`src/ssdfs_pkg.sv`:
```
// constants for the supply sync divider and feedback scaling block
package ssdfs_pkg;
    localparam int ADDR_W     = 8;
    localparam int DATA_W     = 8;
    localparam int SEL_W      = 3;
    localparam int SHIFT_W    = 3;
    localparam int MANT_W     = 19;
    localparam int MANT_FRAC  = 18;
    localparam int MEAS_W     = 24;
    localparam int MEAS_FRAC  = 22;
    localparam int SHIFT_MAX  = 7;
    localparam int PROD_W     = MANT_W + MEAS_W;
    localparam int EXT_W      = PROD_W + SHIFT_MAX;
    localparam int DIV_CNT_W  = 10;
    localparam int DIV_BASE   = 4;

    typedef logic [ADDR_W-1:0]  ssdfs_addr_t;
    typedef logic [DATA_W-1:0]  ssdfs_data_t;
    typedef logic [SEL_W-1:0]   ssdfs_sel_t;
    typedef logic [SHIFT_W-1:0] ssdfs_shift_t;
    typedef logic [MANT_W-1:0]  ssdfs_mant_t;
    typedef logic [MEAS_W-1:0]  ssdfs_meas_t;

    localparam ssdfs_addr_t ADDR_SUPPLY_CFG  = 8'h34;
    localparam ssdfs_addr_t ADDR_COEFF_HIGH  = 8'h35;
    localparam ssdfs_addr_t ADDR_COEFF_MID   = 8'h36;
    localparam ssdfs_addr_t ADDR_COEFF_LOW   = 8'h37;
    localparam ssdfs_addr_t ADDR_MEAS_HIGH   = 8'h3B;
    localparam ssdfs_addr_t ADDR_MEAS_MID    = 8'h3C;
    localparam ssdfs_addr_t ADDR_MEAS_LOW    = 8'h3D;

    localparam int SEL_LSB      = 0;
    localparam int SHIFT_LSB    = 4;
    localparam int MANT_HI_LSB  = 0;
    localparam int MANT_HI_W    = 3;
    localparam int MANT_MID_LSB = 8;
    localparam int MANT_HI_POS  = 16;
    localparam int MEAS_MID_LSB = 8;
    localparam int MEAS_HI_LSB  = 16;

    localparam ssdfs_sel_t   SEL_OFF      = 3'h0;
    localparam ssdfs_sel_t   SEL_RESERVED = 3'h7;
    localparam ssdfs_shift_t SHIFT_RESET  = 3'h2;
    localparam ssdfs_mant_t  MANT_RESET   = 19'h2_5868;
    localparam ssdfs_meas_t  MEAS_RESET   = 24'h00_0000;
    localparam ssdfs_meas_t  MEAS_UNITY   = 24'h40_0000;
    localparam ssdfs_data_t  DATA_ZERO    = 8'h00;
endpackage : ssdfs_pkg

```
`src/ssdfs_feedback_regs.sv`:
```
// register bank for supply sync divider and feedback coefficient scaling
// Function
// - sync clock divides crystal clock per 3-bit select; 000 disables, resets to 000.
// - select 001..110 divide by 32, 64, 128, 256, 512, 1024.
// - coefficient is mantissa times two to the exponent; exponent resets to 010.
// - mantissa is 19-bit signed 1.18, resets to 25868h.
// - measurement is 24-bit signed 2.22, resets to 000000h.
// - measurement tracks external supply value; host writes ignored.
// - calibrated ripple-free supply reads 400000h, meaning 1.0.
// - coefficient in bytes 35h..37h; 35h holds exponent 6:4, mantissa 18:16.
// - measurement bytes 3Bh, 3Ch, 3Dh, most significant first.
module ssdfs_feedback_regs (
    input  wire logic                   clock_in,
    input  wire logic                   reset_in,
    input  wire ssdfs_pkg::ssdfs_addr_t reg_addr_in,
    input  wire logic                   reg_write_in,
    input  wire ssdfs_pkg::ssdfs_data_t reg_wdata_in,
    input  wire logic                   reg_read_in,
    output ssdfs_pkg::ssdfs_data_t      reg_rdata_out,
    input  wire ssdfs_pkg::ssdfs_meas_t supply_sample_in,
    input  wire logic                   supply_sample_valid_in,
    output ssdfs_pkg::ssdfs_sel_t       supply_sync_divider_sel_out,
    output ssdfs_pkg::ssdfs_shift_t     coeff_shift_out,
    output ssdfs_pkg::ssdfs_mant_t      coeff_mantissa_out,
    output ssdfs_pkg::ssdfs_meas_t      supply_measure_out,
    output ssdfs_pkg::ssdfs_meas_t      scaled_supply_out,
    output logic                        supply_sync_clock_out
);
    import ssdfs_pkg::*;

    logic        wr_cfg;
    logic        wr_hi;
    logic        wr_mid;
    logic        wr_lo;
    ssdfs_data_t next_rdata;
    ssdfs_meas_t next_scaled;

    assign wr_cfg = reg_write_in && (reg_addr_in == ADDR_SUPPLY_CFG);
    assign wr_hi  = reg_write_in && (reg_addr_in == ADDR_COEFF_HIGH);
    assign wr_mid = reg_write_in && (reg_addr_in == ADDR_COEFF_MID);
    assign wr_lo  = reg_write_in && (reg_addr_in == ADDR_COEFF_LOW);

    ////////////////////////////////////////////////////////////////////////
    // divider select
    always_ff @(posedge clock_in) begin
        if (reset_in) begin
            supply_sync_divider_sel_out <= SEL_OFF;
        end else if (wr_cfg) begin
            supply_sync_divider_sel_out <= reg_wdata_in[SEL_LSB +: SEL_W];
        end
    end

    ssdfs_sync_divider #(
        .CNT_W (DIV_CNT_W)
    ) u_divider (
        .clock_in              (clock_in),
        .reset_in              (reset_in),
        .divider_sel_in        (supply_sync_divider_sel_out),
        .supply_sync_clock_out (supply_sync_clock_out)
    );

    ////////////////////////////////////////////////////////////////////////
    // coefficient registers
    always_ff @(posedge clock_in) begin
        if (reset_in) begin
            coeff_shift_out <= SHIFT_RESET;
        end else if (wr_hi) begin
            coeff_shift_out <= reg_wdata_in[SHIFT_LSB +: SHIFT_W];
        end
    end

    always_ff @(posedge clock_in) begin
        if (reset_in) begin
            coeff_mantissa_out <= MANT_RESET;
        end else begin
            if (wr_hi) begin
                coeff_mantissa_out[MANT_HI_POS +: MANT_HI_W] <= reg_wdata_in[MANT_HI_LSB +: MANT_HI_W];
            end
            if (wr_mid) begin
                coeff_mantissa_out[MANT_MID_LSB +: DATA_W] <= reg_wdata_in;
            end
            if (wr_lo) begin
                coeff_mantissa_out[0 +: DATA_W] <= reg_wdata_in;
            end
        end
    end

    ////////////////////////////////////////////////////////////////////////
    // measurement word, read only
    always_ff @(posedge clock_in) begin
        if (reset_in) begin
            supply_measure_out <= MEAS_RESET;
        end else if (supply_sample_valid_in) begin
            supply_measure_out <= supply_sample_in;
        end
    end

    ////////////////////////////////////////////////////////////////////////
    // scaling: mantissa 1.18 times measure 2.22, shifted, back to 2.22
    function automatic ssdfs_meas_t scale(input ssdfs_mant_t m, input ssdfs_meas_t d, input ssdfs_shift_t s);
        logic signed [PROD_W-1:0] prod;
        logic signed [EXT_W-1:0]  ext;
        prod = $signed(m) * $signed(d);
        ext  = EXT_W'(prod) <<< s;
        if (ext[EXT_W-1:MANT_FRAC+MEAS_W-1] != {(EXT_W-MANT_FRAC-MEAS_W+1){ext[EXT_W-1]}}) begin
            scale = ext[EXT_W-1] ? {1'b1, {(MEAS_W-1){1'b0}}} : {1'b0, {(MEAS_W-1){1'b1}}};
        end else begin
            scale = ext[MANT_FRAC +: MEAS_W];
        end
    endfunction : scale

    assign next_scaled = scale(coeff_mantissa_out, supply_measure_out, coeff_shift_out);

    always_ff @(posedge clock_in) begin
        if (reset_in) begin
            scaled_supply_out <= MEAS_RESET;
        end else begin
            scaled_supply_out <= next_scaled;
        end
    end

    ////////////////////////////////////////////////////////////////////////
    // read back, one cycle after the read strobe
    always_comb begin
        next_rdata = DATA_ZERO;
        case (reg_addr_in)
            ADDR_SUPPLY_CFG: begin
                next_rdata[SEL_LSB +: SEL_W] = supply_sync_divider_sel_out;
            end
            ADDR_COEFF_HIGH: begin
                next_rdata[SHIFT_LSB +: SHIFT_W]     = coeff_shift_out;
                next_rdata[MANT_HI_LSB +: MANT_HI_W] = coeff_mantissa_out[MANT_HI_POS +: MANT_HI_W];
            end
            ADDR_COEFF_MID: begin
                next_rdata = coeff_mantissa_out[MANT_MID_LSB +: DATA_W];
            end
            ADDR_COEFF_LOW: begin
                next_rdata = coeff_mantissa_out[0 +: DATA_W];
            end
            ADDR_MEAS_HIGH: begin
                next_rdata = supply_measure_out[MEAS_HI_LSB +: DATA_W];
            end
            ADDR_MEAS_MID: begin
                next_rdata = supply_measure_out[MEAS_MID_LSB +: DATA_W];
            end
            ADDR_MEAS_LOW: begin
                next_rdata = supply_measure_out[0 +: DATA_W];
            end
            default: begin
                next_rdata = DATA_ZERO;
            end
        endcase
    end

    always_ff @(posedge clock_in) begin
        if (reset_in) begin
            reg_rdata_out <= DATA_ZERO;
        end else if (reg_read_in) begin
            reg_rdata_out <= next_rdata;
        end
    end
endmodule : ssdfs_feedback_regs

```
`src/ssdfs_sync_divider.sv`:
```
// divider producing the supply sync clock from the crystal clock
module ssdfs_sync_divider #(
    parameter int CNT_W = ssdfs_pkg::DIV_CNT_W
) (
    input  wire logic              clock_in,
    input  wire logic              reset_in,
    input  wire ssdfs_pkg::ssdfs_sel_t divider_sel_in,
    output logic                   supply_sync_clock_out
);
    import ssdfs_pkg::*;

    if (CNT_W < DIV_BASE + 6) begin : g_cnt_check
        $error("divider counter too narrow");
    end

    logic [CNT_W-1:0] count;
    logic             off;
    logic             changed;
    ssdfs_sel_t       sel_q;

    function automatic int tap_of(input ssdfs_sel_t sel);
        tap_of = int'(sel) + DIV_BASE - 1;
    endfunction : tap_of

    function automatic int divisor_of(input ssdfs_sel_t sel);
        divisor_of = 2 << tap_of(sel);
    endfunction : divisor_of

    assign off     = (divider_sel_in == SEL_OFF) || (divider_sel_in == SEL_RESERVED);
    assign changed = divider_sel_in != sel_q;

    ////////////////////////////////////////////////////////////////////////
    // select seen last cycle, restarts the phase so no short first period
    always_ff @(posedge clock_in) begin
        if (reset_in) begin
            sel_q <= SEL_OFF;
        end else begin
            sel_q <= divider_sel_in;
        end
    end

    ////////////////////////////////////////////////////////////////////////
    // free counter, tap bit gives 32..1024 division
    always_ff @(posedge clock_in) begin
        if (reset_in || off || changed) begin
            count <= '0;
        end else begin
            count <= count + 1'b1;
        end
    end

    always_ff @(posedge clock_in) begin
        if (reset_in || off || changed) begin
            supply_sync_clock_out <= 1'b0;
        end else begin
            supply_sync_clock_out <= count[tap_of(divider_sel_in)];
        end
    end

    ////////////////////////////////////////////////////////////////////////
    // checks
    logic        out_q;
    logic        rise;
    logic        seen;
    logic        clean;
    logic [11:0] per_cnt;
    ssdfs_sel_t  rise_sel;

    assign rise = supply_sync_clock_out && !out_q;

    always_ff @(posedge clock_in) begin
        if (reset_in) begin
            out_q    <= 1'b0;
            seen     <= 1'b0;
            clean    <= 1'b0;
            per_cnt  <= '0;
            rise_sel <= SEL_OFF;
        end else begin
            out_q <= supply_sync_clock_out;
            if (rise) begin
                seen     <= 1'b1;
                clean    <= 1'b1;
                per_cnt  <= 12'h001;
                rise_sel <= divider_sel_in;
            end else begin
                clean   <= clean && (divider_sel_in == rise_sel);
                per_cnt <= (per_cnt == '1) ? per_cnt : per_cnt + 1'b1;
            end
        end
    end
endmodule : ssdfs_sync_divider

```
`config.mk`:
```
export PLATFORM = sky130hd
export DESIGN_NAME = ssdfs_feedback_regs
export DESIGN_NICKNAME = d
export VERILOG_FILES = /design/src/ssdfs_pkg.sv /design/src/ssdfs_feedback_regs.sv /design/src/ssdfs_sync_divider.sv
export SDC_FILE = /design/constraint.sdc
export NUM_CORES = 1
export LEC_CHECK = 0
export BUFFER_PORTS_ARGS = -buffer_cell sky130_fd_sc_hd__buf_4
export CAP_MARGIN = 0
export CORE_UTILIZATION = 40
export CTS_BUF_LIST = sky130_fd_sc_hd__clkbuf_8
export CTS_CLUSTER_DIAMETER = 40
export DETAILED_ROUTE_END_ITERATION = 8
export GPL_ROUTABILITY_DRIVEN = 0
export HOLD_SLACK_MARGIN = 0.1
export SYNTH_ARGS = -nofsm -noshare
export SYNTH_HDL_FRONTEND = slang
export SYNTH_SLANG_ARGS = --single-unit
```
`constraint.sdc`:
```
create_clock -name clock_in -period 20.6 [get_ports clock_in]
set_input_delay 2.06 -clock clock_in [delete_from_list [all_inputs] [get_ports clock_in]]
set_output_delay 2.06 -clock clock_in [all_outputs]
set_load 0.005 [all_outputs]
```
---- Word level (Yosys, flattened, before mapping) ----
Cells that the tools add are included.
cells by class
  $lt $le $gt $ge ......................... 1
  eq/ne operators ......................... 10
  bitwise logic cells ..................... 0
  reduce and logical (&&, ||, !) cells .... 8
  mux-type cells .......................... 9
  divide/modulo/power cells ............... 0
  shift-type cells ........................ 1
  multiply operators ...................... 1
  $add $sub $neg .......................... 3
operators with widths
  operator                                                      count
  == test 8 x 6 -> 1 bit (second input constant)                7
  <<< shifter 43 x 3 -> 50 bit                                  1
  two-way mux 24 bit                                            2
  multiplier 19 x 24 -> 43 bit                                  1
  less-than comparator 32 x 6 -> 1 bit (second input constant)  1
  subtractor 32 x 2 -> 32 bit (second input constant)           1
  case mux 3 bit (7 select lines)                               1
  case mux 3 bit (6 select lines)                               1
  adder 10 x 1 -> 10 bit (second input constant)                1
  case mux 1 bit (5 select lines)                               2
  != test 8 bit                                                 1
  adder 3 x 3 -> 4 bit (second input constant)                  1
  binary-select mux 1 bit (select 4 bit)                        1
  logical AND 1 bit                                             4
  == test 3 bit (second input constant)                         1
  logical NOT 3 bit                                             1
  logical OR 1 bit                                              3
  != test 3 bit                                                 1
  two-way mux 1 bit                                             2
word-level totals
  output and inout port bits .............. 82
  bits of input ports ..................... 45
  bits in latches ......................... 0
  memories ................................ 0
  bits in read-only memories .............. 0
  register bits ........................... 95
  logic and storage cells ................. 44
  memory bits (writable) .................. 0

---- Depth between registers and ports, before layout ----
  depth in word-level cells ............... 5
  depth in mapped cells ................... 29
  depth with buffers taken out ............ 25

---- Hierarchy ----
From an unflattened synthesis, not the netlist that was laid out.
second synthesis, totals
  cells, all modules ...................... 2404
  area total of the unflattened synthesis .. 21594.5 µm²
modules (own cells, without submodules)
  module               area an instance (µm²)  seq. area each (µm²)  cells each  times used
  ssdfs_feedback_regs  20905.0                 1621.6                2329        1
  ssdfs_sync_divider   689.4                   280.3                 75          1

---- Worst setup path after synthesis ----
No wires, ideal clock.
  path kind ............................... register to register
  start ................................... register coeff_mantissa_out[1]
  end ..................................... register scaled_supply_out[3]
  stages on the path, launching flop included .. 29
  data required time ...................... 20.533 ns
  arrival ................................. 7.324 ns
  library setup time ...................... 0.067 ns
  setup slack ............................. 13.208 ns
  clock period less this slack ............ 7.392 ns
  buffers on the path ..................... 3
  cell sequence ........................... dfxtp_1 -> clkbuf_1 -> nand2_1 -> inv_1 -> fa_1 -> inv_1 -> fa_1 -> fa_1 -> inv_1 -> fa_1 -> inv_1 -> fa_1 -> fa_1 -> inv_1 -> ha_1 -> ha_1 -> clkbuf_1 -> a21o_1 -> a21o_1 -> a221oi_1 -> nand2_1 -> o31ai_1 -> nand3_1 -> a21o_1 -> a2111oi_4 -> nand3_1 -> o221a_4 -> buf_6 -> o21ai_2
between the ends
  longest elaborated chain between the ends .. 4
  elaborated cells between the ends (all ways) .. 5
  classes of those cells .................. 1 x mul; 1 x eq/ne; 1 x shift; 2 x mux
RTL lines
  element                                              RTL line                                                text
  start: declaration                                   ssdfs_feedback_regs.sv:24                               output ssdfs_pkg::ssdfs_mant_t coeff_mantissa_out,
  start signal: indexed assignment                     ssdfs_feedback_regs.sv:77                               coeff_mantissa_out[MANT_HI_POS +: MANT_HI_W] <= reg_wdata_in[MANT_HI_LSB +: MANT_HI_W];
  start signal: indexed assignment                     ssdfs_feedback_regs.sv:80                               coeff_mantissa_out[MANT_MID_LSB +: DATA_W] <= reg_wdata_in;
  start signal: indexed assignment                     ssdfs_feedback_regs.sv:83                               coeff_mantissa_out[0 +: DATA_W] <= reg_wdata_in;
  multiplier 19 x 24 -> 43 bit (*)                     ssdfs_feedback_regs.sv:103                              prod = $signed(m) * $signed(d);
  <<< shifter 43 x 3 -> 50 bit (*)                     ssdfs_feedback_regs.sv:104                              ext = EXT_W'(prod) <<< s;
  != test 8 bit or two-way mux 24 bit (tied branches)  ssdfs_feedback_regs.sv:105, ssdfs_feedback_regs.sv:106
  two-way mux 24 bit (*)                               ssdfs_feedback_regs.sv:105                              if (ext[EXT_W-1:MANT_FRAC+MEAS_W-1] != {(EXT_W-MANT_FRAC-MEAS_W+1){ext[EXT_W-1]}}) begin
  end signal: assignment                               ssdfs_feedback_regs.sv:118                              scaled_supply_out <= next_scaled;
  end: declaration                                     ssdfs_feedback_regs.sv:26                               output ssdfs_pkg::ssdfs_meas_t scaled_supply_out,
Mark *: on every way between the ends. The rest lies on a longest branch, timed or not.
A chain may end at the register's enable or synchronous reset.

---- Worst setup path after layout ----
  start ................................... register supply_measure_out[23]
  end ..................................... register scaled_supply_out[1]
between the ends
  longest elaborated chain between the ends .. 4
  elaborated cells between the ends (all ways) .. 5
  classes of those cells .................. 1 x mul; 1 x eq/ne; 1 x shift; 2 x mux
RTL lines
  element                                              RTL line                                                text
  start: declaration                                   ssdfs_feedback_regs.sv:25                               output ssdfs_pkg::ssdfs_meas_t supply_measure_out,
  start signal: assignment                             ssdfs_feedback_regs.sv:94                               supply_measure_out <= supply_sample_in;
  multiplier 19 x 24 -> 43 bit (*)                     ssdfs_feedback_regs.sv:103
  <<< shifter 43 x 3 -> 50 bit (*)                     ssdfs_feedback_regs.sv:104
  != test 8 bit or two-way mux 24 bit (tied branches)  ssdfs_feedback_regs.sv:105, ssdfs_feedback_regs.sv:106
  two-way mux 24 bit (*)                               ssdfs_feedback_regs.sv:105
Marks and branches as above.

==> results by group <==
Floorplan
  – Placeable Area: 52900 µm²
  – Starting density of the core: 40.7%
  – Die Y: 234 µm
  – I/O pin count: 127
  – Die ar.: 54700 µm²
  – Rows: 84
  – Die Width: 234 µm

Worst setup path
  – WS Path Type: flip-flop to flip-flop
  – Crit path largest cell delay: 1.03 ns
  – Setup slack, reg-to-reg: 11.40 ns
  – Crit path required time: 20.85 ns
  – Crit path max fanout: 23
  – Slowest cell on crit path: o211ai_2
  – Arrival @ worst endpoint: 9.45 ns
  – Startpoint types: flip-flop
  – R2r startpoint: supply_measure_out[23]$_SDFFE_PP0P_
  – CP dominant cell by count: fa_1
  – Worst Setup End Kind: flip-flop
  – Worst Path Buf+Inv: 3
  – Crit path cell chain: nand2_1 > inv_1 > fa_1 > inv_1 > fa_1 > fa_1 > inv_1 > fa_1 > fa_1 > fa_1 > ha_1 > ha_1 > a21oi_1 > o21ai_0 > a2111oi_0 > a32oi_1 > o21a_1 > xor2_1 > nand2_1 > a21boi_0 > a41oi_1 > o211ai_2 > o21ai_0
  – CP top delay family: adder cells
  – Worst Reg-to-Reg Cells: 23
  – R2r endpoint: scaled_supply_out[1]$_SDFF_PP0_

Cells and area
  – Most frequent cells in the layout: inv_1, fa_1, nand2_1
  – Syn-to-layout area delta: 8.15%
  – Share of layout cells above drive strength 1: 9.84%
  – Final #Nets: 3043
  – Commonest non-fill, non-tap cell in the layout: inv_1

Detailed routing
  – ANT nets after route: 0
  – DR vias: 16700
  – Routed WL: 62800 µm
  – DR vias/cell: 5.34
  – WL per Instance: 20.2 µm
  – Drt first pass iters: 9
  – DRC: 13
  – DR iter-0 viols: 1105

Hold path
  – Hold_sp: u_divider.count[0]$_SDFF_PP0_
  – Worst hold path endpoint: u_divider.count[0]$_SDFF_PP0_
  – Hold path depth: 1
  – Hold WC Path Type: flip-flop to flip-flop

Synth
  – Syn Nets: 3011
  – Syn Area/Cell: 8.99 µm²
  – Yosys top cell by area: fa_1
  – Async set-reset flop share out of synthesis: 0%
  – Synth area leaders: fa_1, dfxtp_1, inv_1, ha_1, and2_1
  – Mapped Area: 21500 µm²
  – Number of library cell types mapped by synthesis: 67
  – Main synth FF type: dfxtp_1
  – Synth Instances: 2392
  – Register area share after synthesis: 8.84%
  – Post-synth top area share: 42.2%
  – Yosys warns: 0
  – Post-synth EDFFs: 0
  – #FFs+latches synth: 95

Timing
  – Least-Margin Pin Slew: 1.30 ns
  – RSZ-0062 raised after global routing: false
  – Max_slew headroom: 13.2%
  – Setup TNS: 0 ns
  – Clk_skew: 0.0348 ns
  – Peak Freq: 109 MHz
  – Fin worst setup slack: 11.40 ns
  – Count of pins over their slew limit: 0
  – Final min period: 9.20 ns
  – Final Hold Vio Count: 0
  – Fin crit share: 44.7%
  – Final setup violation count: 0

Placed design
  – PortBufs: 126
  – Pre-CTS WS: 11.53 ns
  – DP HPWL: 48800 µm

CTS
  – Post_cts resized: 0
  – Setup Buffers After CTS: 0
  – CTS H-tree depth: 3
  – CTS Sinks: 95
  – Worst-Skew Late Latency: 0.46 ns
  – # hold bufs at CTS: 0
  – Clk root buf: clkbuf_8
  – CTS Buffer Depth: 2
  – Reg clk slew, reported paths: 0.10 ns
  – TritonCTS clock tree: yes
  – Total CTS buffers: 9

GRT
  – Gr ovfl total: 0
  – Tot GR Track Use: 24.1%
  – Vias in the first global route: 18000
  – First-pass GRT wire length: 100000 µm
  – Initial antenna violation count: 1
  – Largest net degree at the start of global routing: 56

Pwr
  – Pwr dens: 72.8 nW/µm²
  – Leakage: 11.5 nW
  – Max VDD drop: 60.2 µV

Flow run
  – Max-cap viol count: 0

Outcome
  – Failing checks: design-rule violations
  – Status: finished, violations left
state kept, by name (all words and copies together) (netlist names):
signal                           count
scaled_supply_out                   24
supply_measure_out                  24
coeff_mantissa_out                  19
u_divider.count                     10
reg_rdata_out                        8
coeff_shift_out                      3
supply_sync_divider_sel_out          3
u_divider.sel_q                      3
u_divider.supply_sync_clock_out      1
cell type report:
class / count / area (µm²)
Fill cell: 5241 / 29600
Timing Repair Buffer: 165 / 1240
Clock inverter: 7 / 88.8
Tap cell: 688 / 861
Multi-Input combinational cell: 1696 / 17300
Antenna cell: 1 / 2.50
Clock buffer: 9 / 124
Sequential cell: 95 / 1900
Inverter: 457 / 1720
worst max path at each step:
stage	start	to	depth (start not counted)
global route	supply_measure_out[23]$_SDFFE_PP0P_	scaled_supply_out[1]$_SDFF_PP0_	23
detailed placement	supply_measure_out[23]$_SDFFE_PP0P_	scaled_supply_out[0]$_SDFF_PP0_	23
floorplan	coeff_mantissa_out[1]$_SDFFE_PP0P_	scaled_supply_out[3]$_SDFF_PP0_	28
global placement	supply_measure_out[23]$_SDFFE_PP0P_	scaled_supply_out[0]$_SDFF_PP0_	22
CTS	supply_measure_out[23]$_SDFFE_PP0P_	scaled_supply_out[1]$_SDFF_PP0_	23
finish	supply_measure_out[23]$_SDFFE_PP0P_	scaled_supply_out[1]$_SDFF_PP0_	23
cell families after synthesis:
group,share of synthesized area (%)
and+or+nand+nor,16.3
buffers and inverters,10.6
adders and majority gates,49.2
AOI/OAI and AO/OA,7.57
muxes,5.40
DFF,8.84
xor gates and xnor gates,2.12
synth_stat cells (4+ instances only):
cell type  count
a211oi_1      11
a21boi_0       4
a21o_1        12
a21oi_1       66
a221oi_1       7
a222oi_1       5
a22oi_1        7
a31oi_1        7
and2_1       209
and3_1        11
buf_2          9
clkbuf_1     130
dfxtp_1       95
fa_1         453
ha_1         121
inv_1        455
mux2_2        19
mux2i_1       79
mux4_2         7
nand2_1      319
nand2b_1       6
nand3_1       22
nand4_1       14
nor2_1        98
nor2b_1       22
nor3_1        14
nor4_1         5
o211ai_1      16
o21a_1        10
o21ai_0       37
o21ai_1        4
o21ai_2       20
o31ai_1        4
xnor2_1       32
xor2_1        20
power breakdown:
part           total [mW]  switching (mW)  internal, mW
clock               0.145          0.0860        0.0588
sequential          0.227          0.0158         0.211
combinational        1.32           0.786         0.537
total                1.69           0.888         0.807
through the flow:
| stage | instance area (µm²) | hold WS (ns) | cells | utilization (%) | power (mW) |
|---|---|---|---|---|---|
| floorplan | 21500 | 0.438 | 2392 | - | 1.21 |
| global placement | 23100 | 0.457 | 3101 | 43.6 | 1.53 |
| detailed placement | 23100 | 0.466 | 3101 | 43.6 | 1.55 |
| CTS | 23300 | 0.493 | 3117 | 44.0 | 1.70 |
| global route | 23300 | 0.505 | 3118 | 44.0 | 1.86 |
| finish | 23300 | 0.485 | 3118 | 44.0 | 1.69 |
layer usage:
layer  part of all wire [%]  up-vias  global-route usage (%)  wire, µm
met1                     41     8520                    30.7     25700
met3                    6.7      140                    4.04      4230
met5                      0        -                       0         0
met4                    4.0        0                    8.48      2490
li1                       -     7392                       -         -
met2                     48      605                    41.4     30400
(Power assumes the default switching activity.)
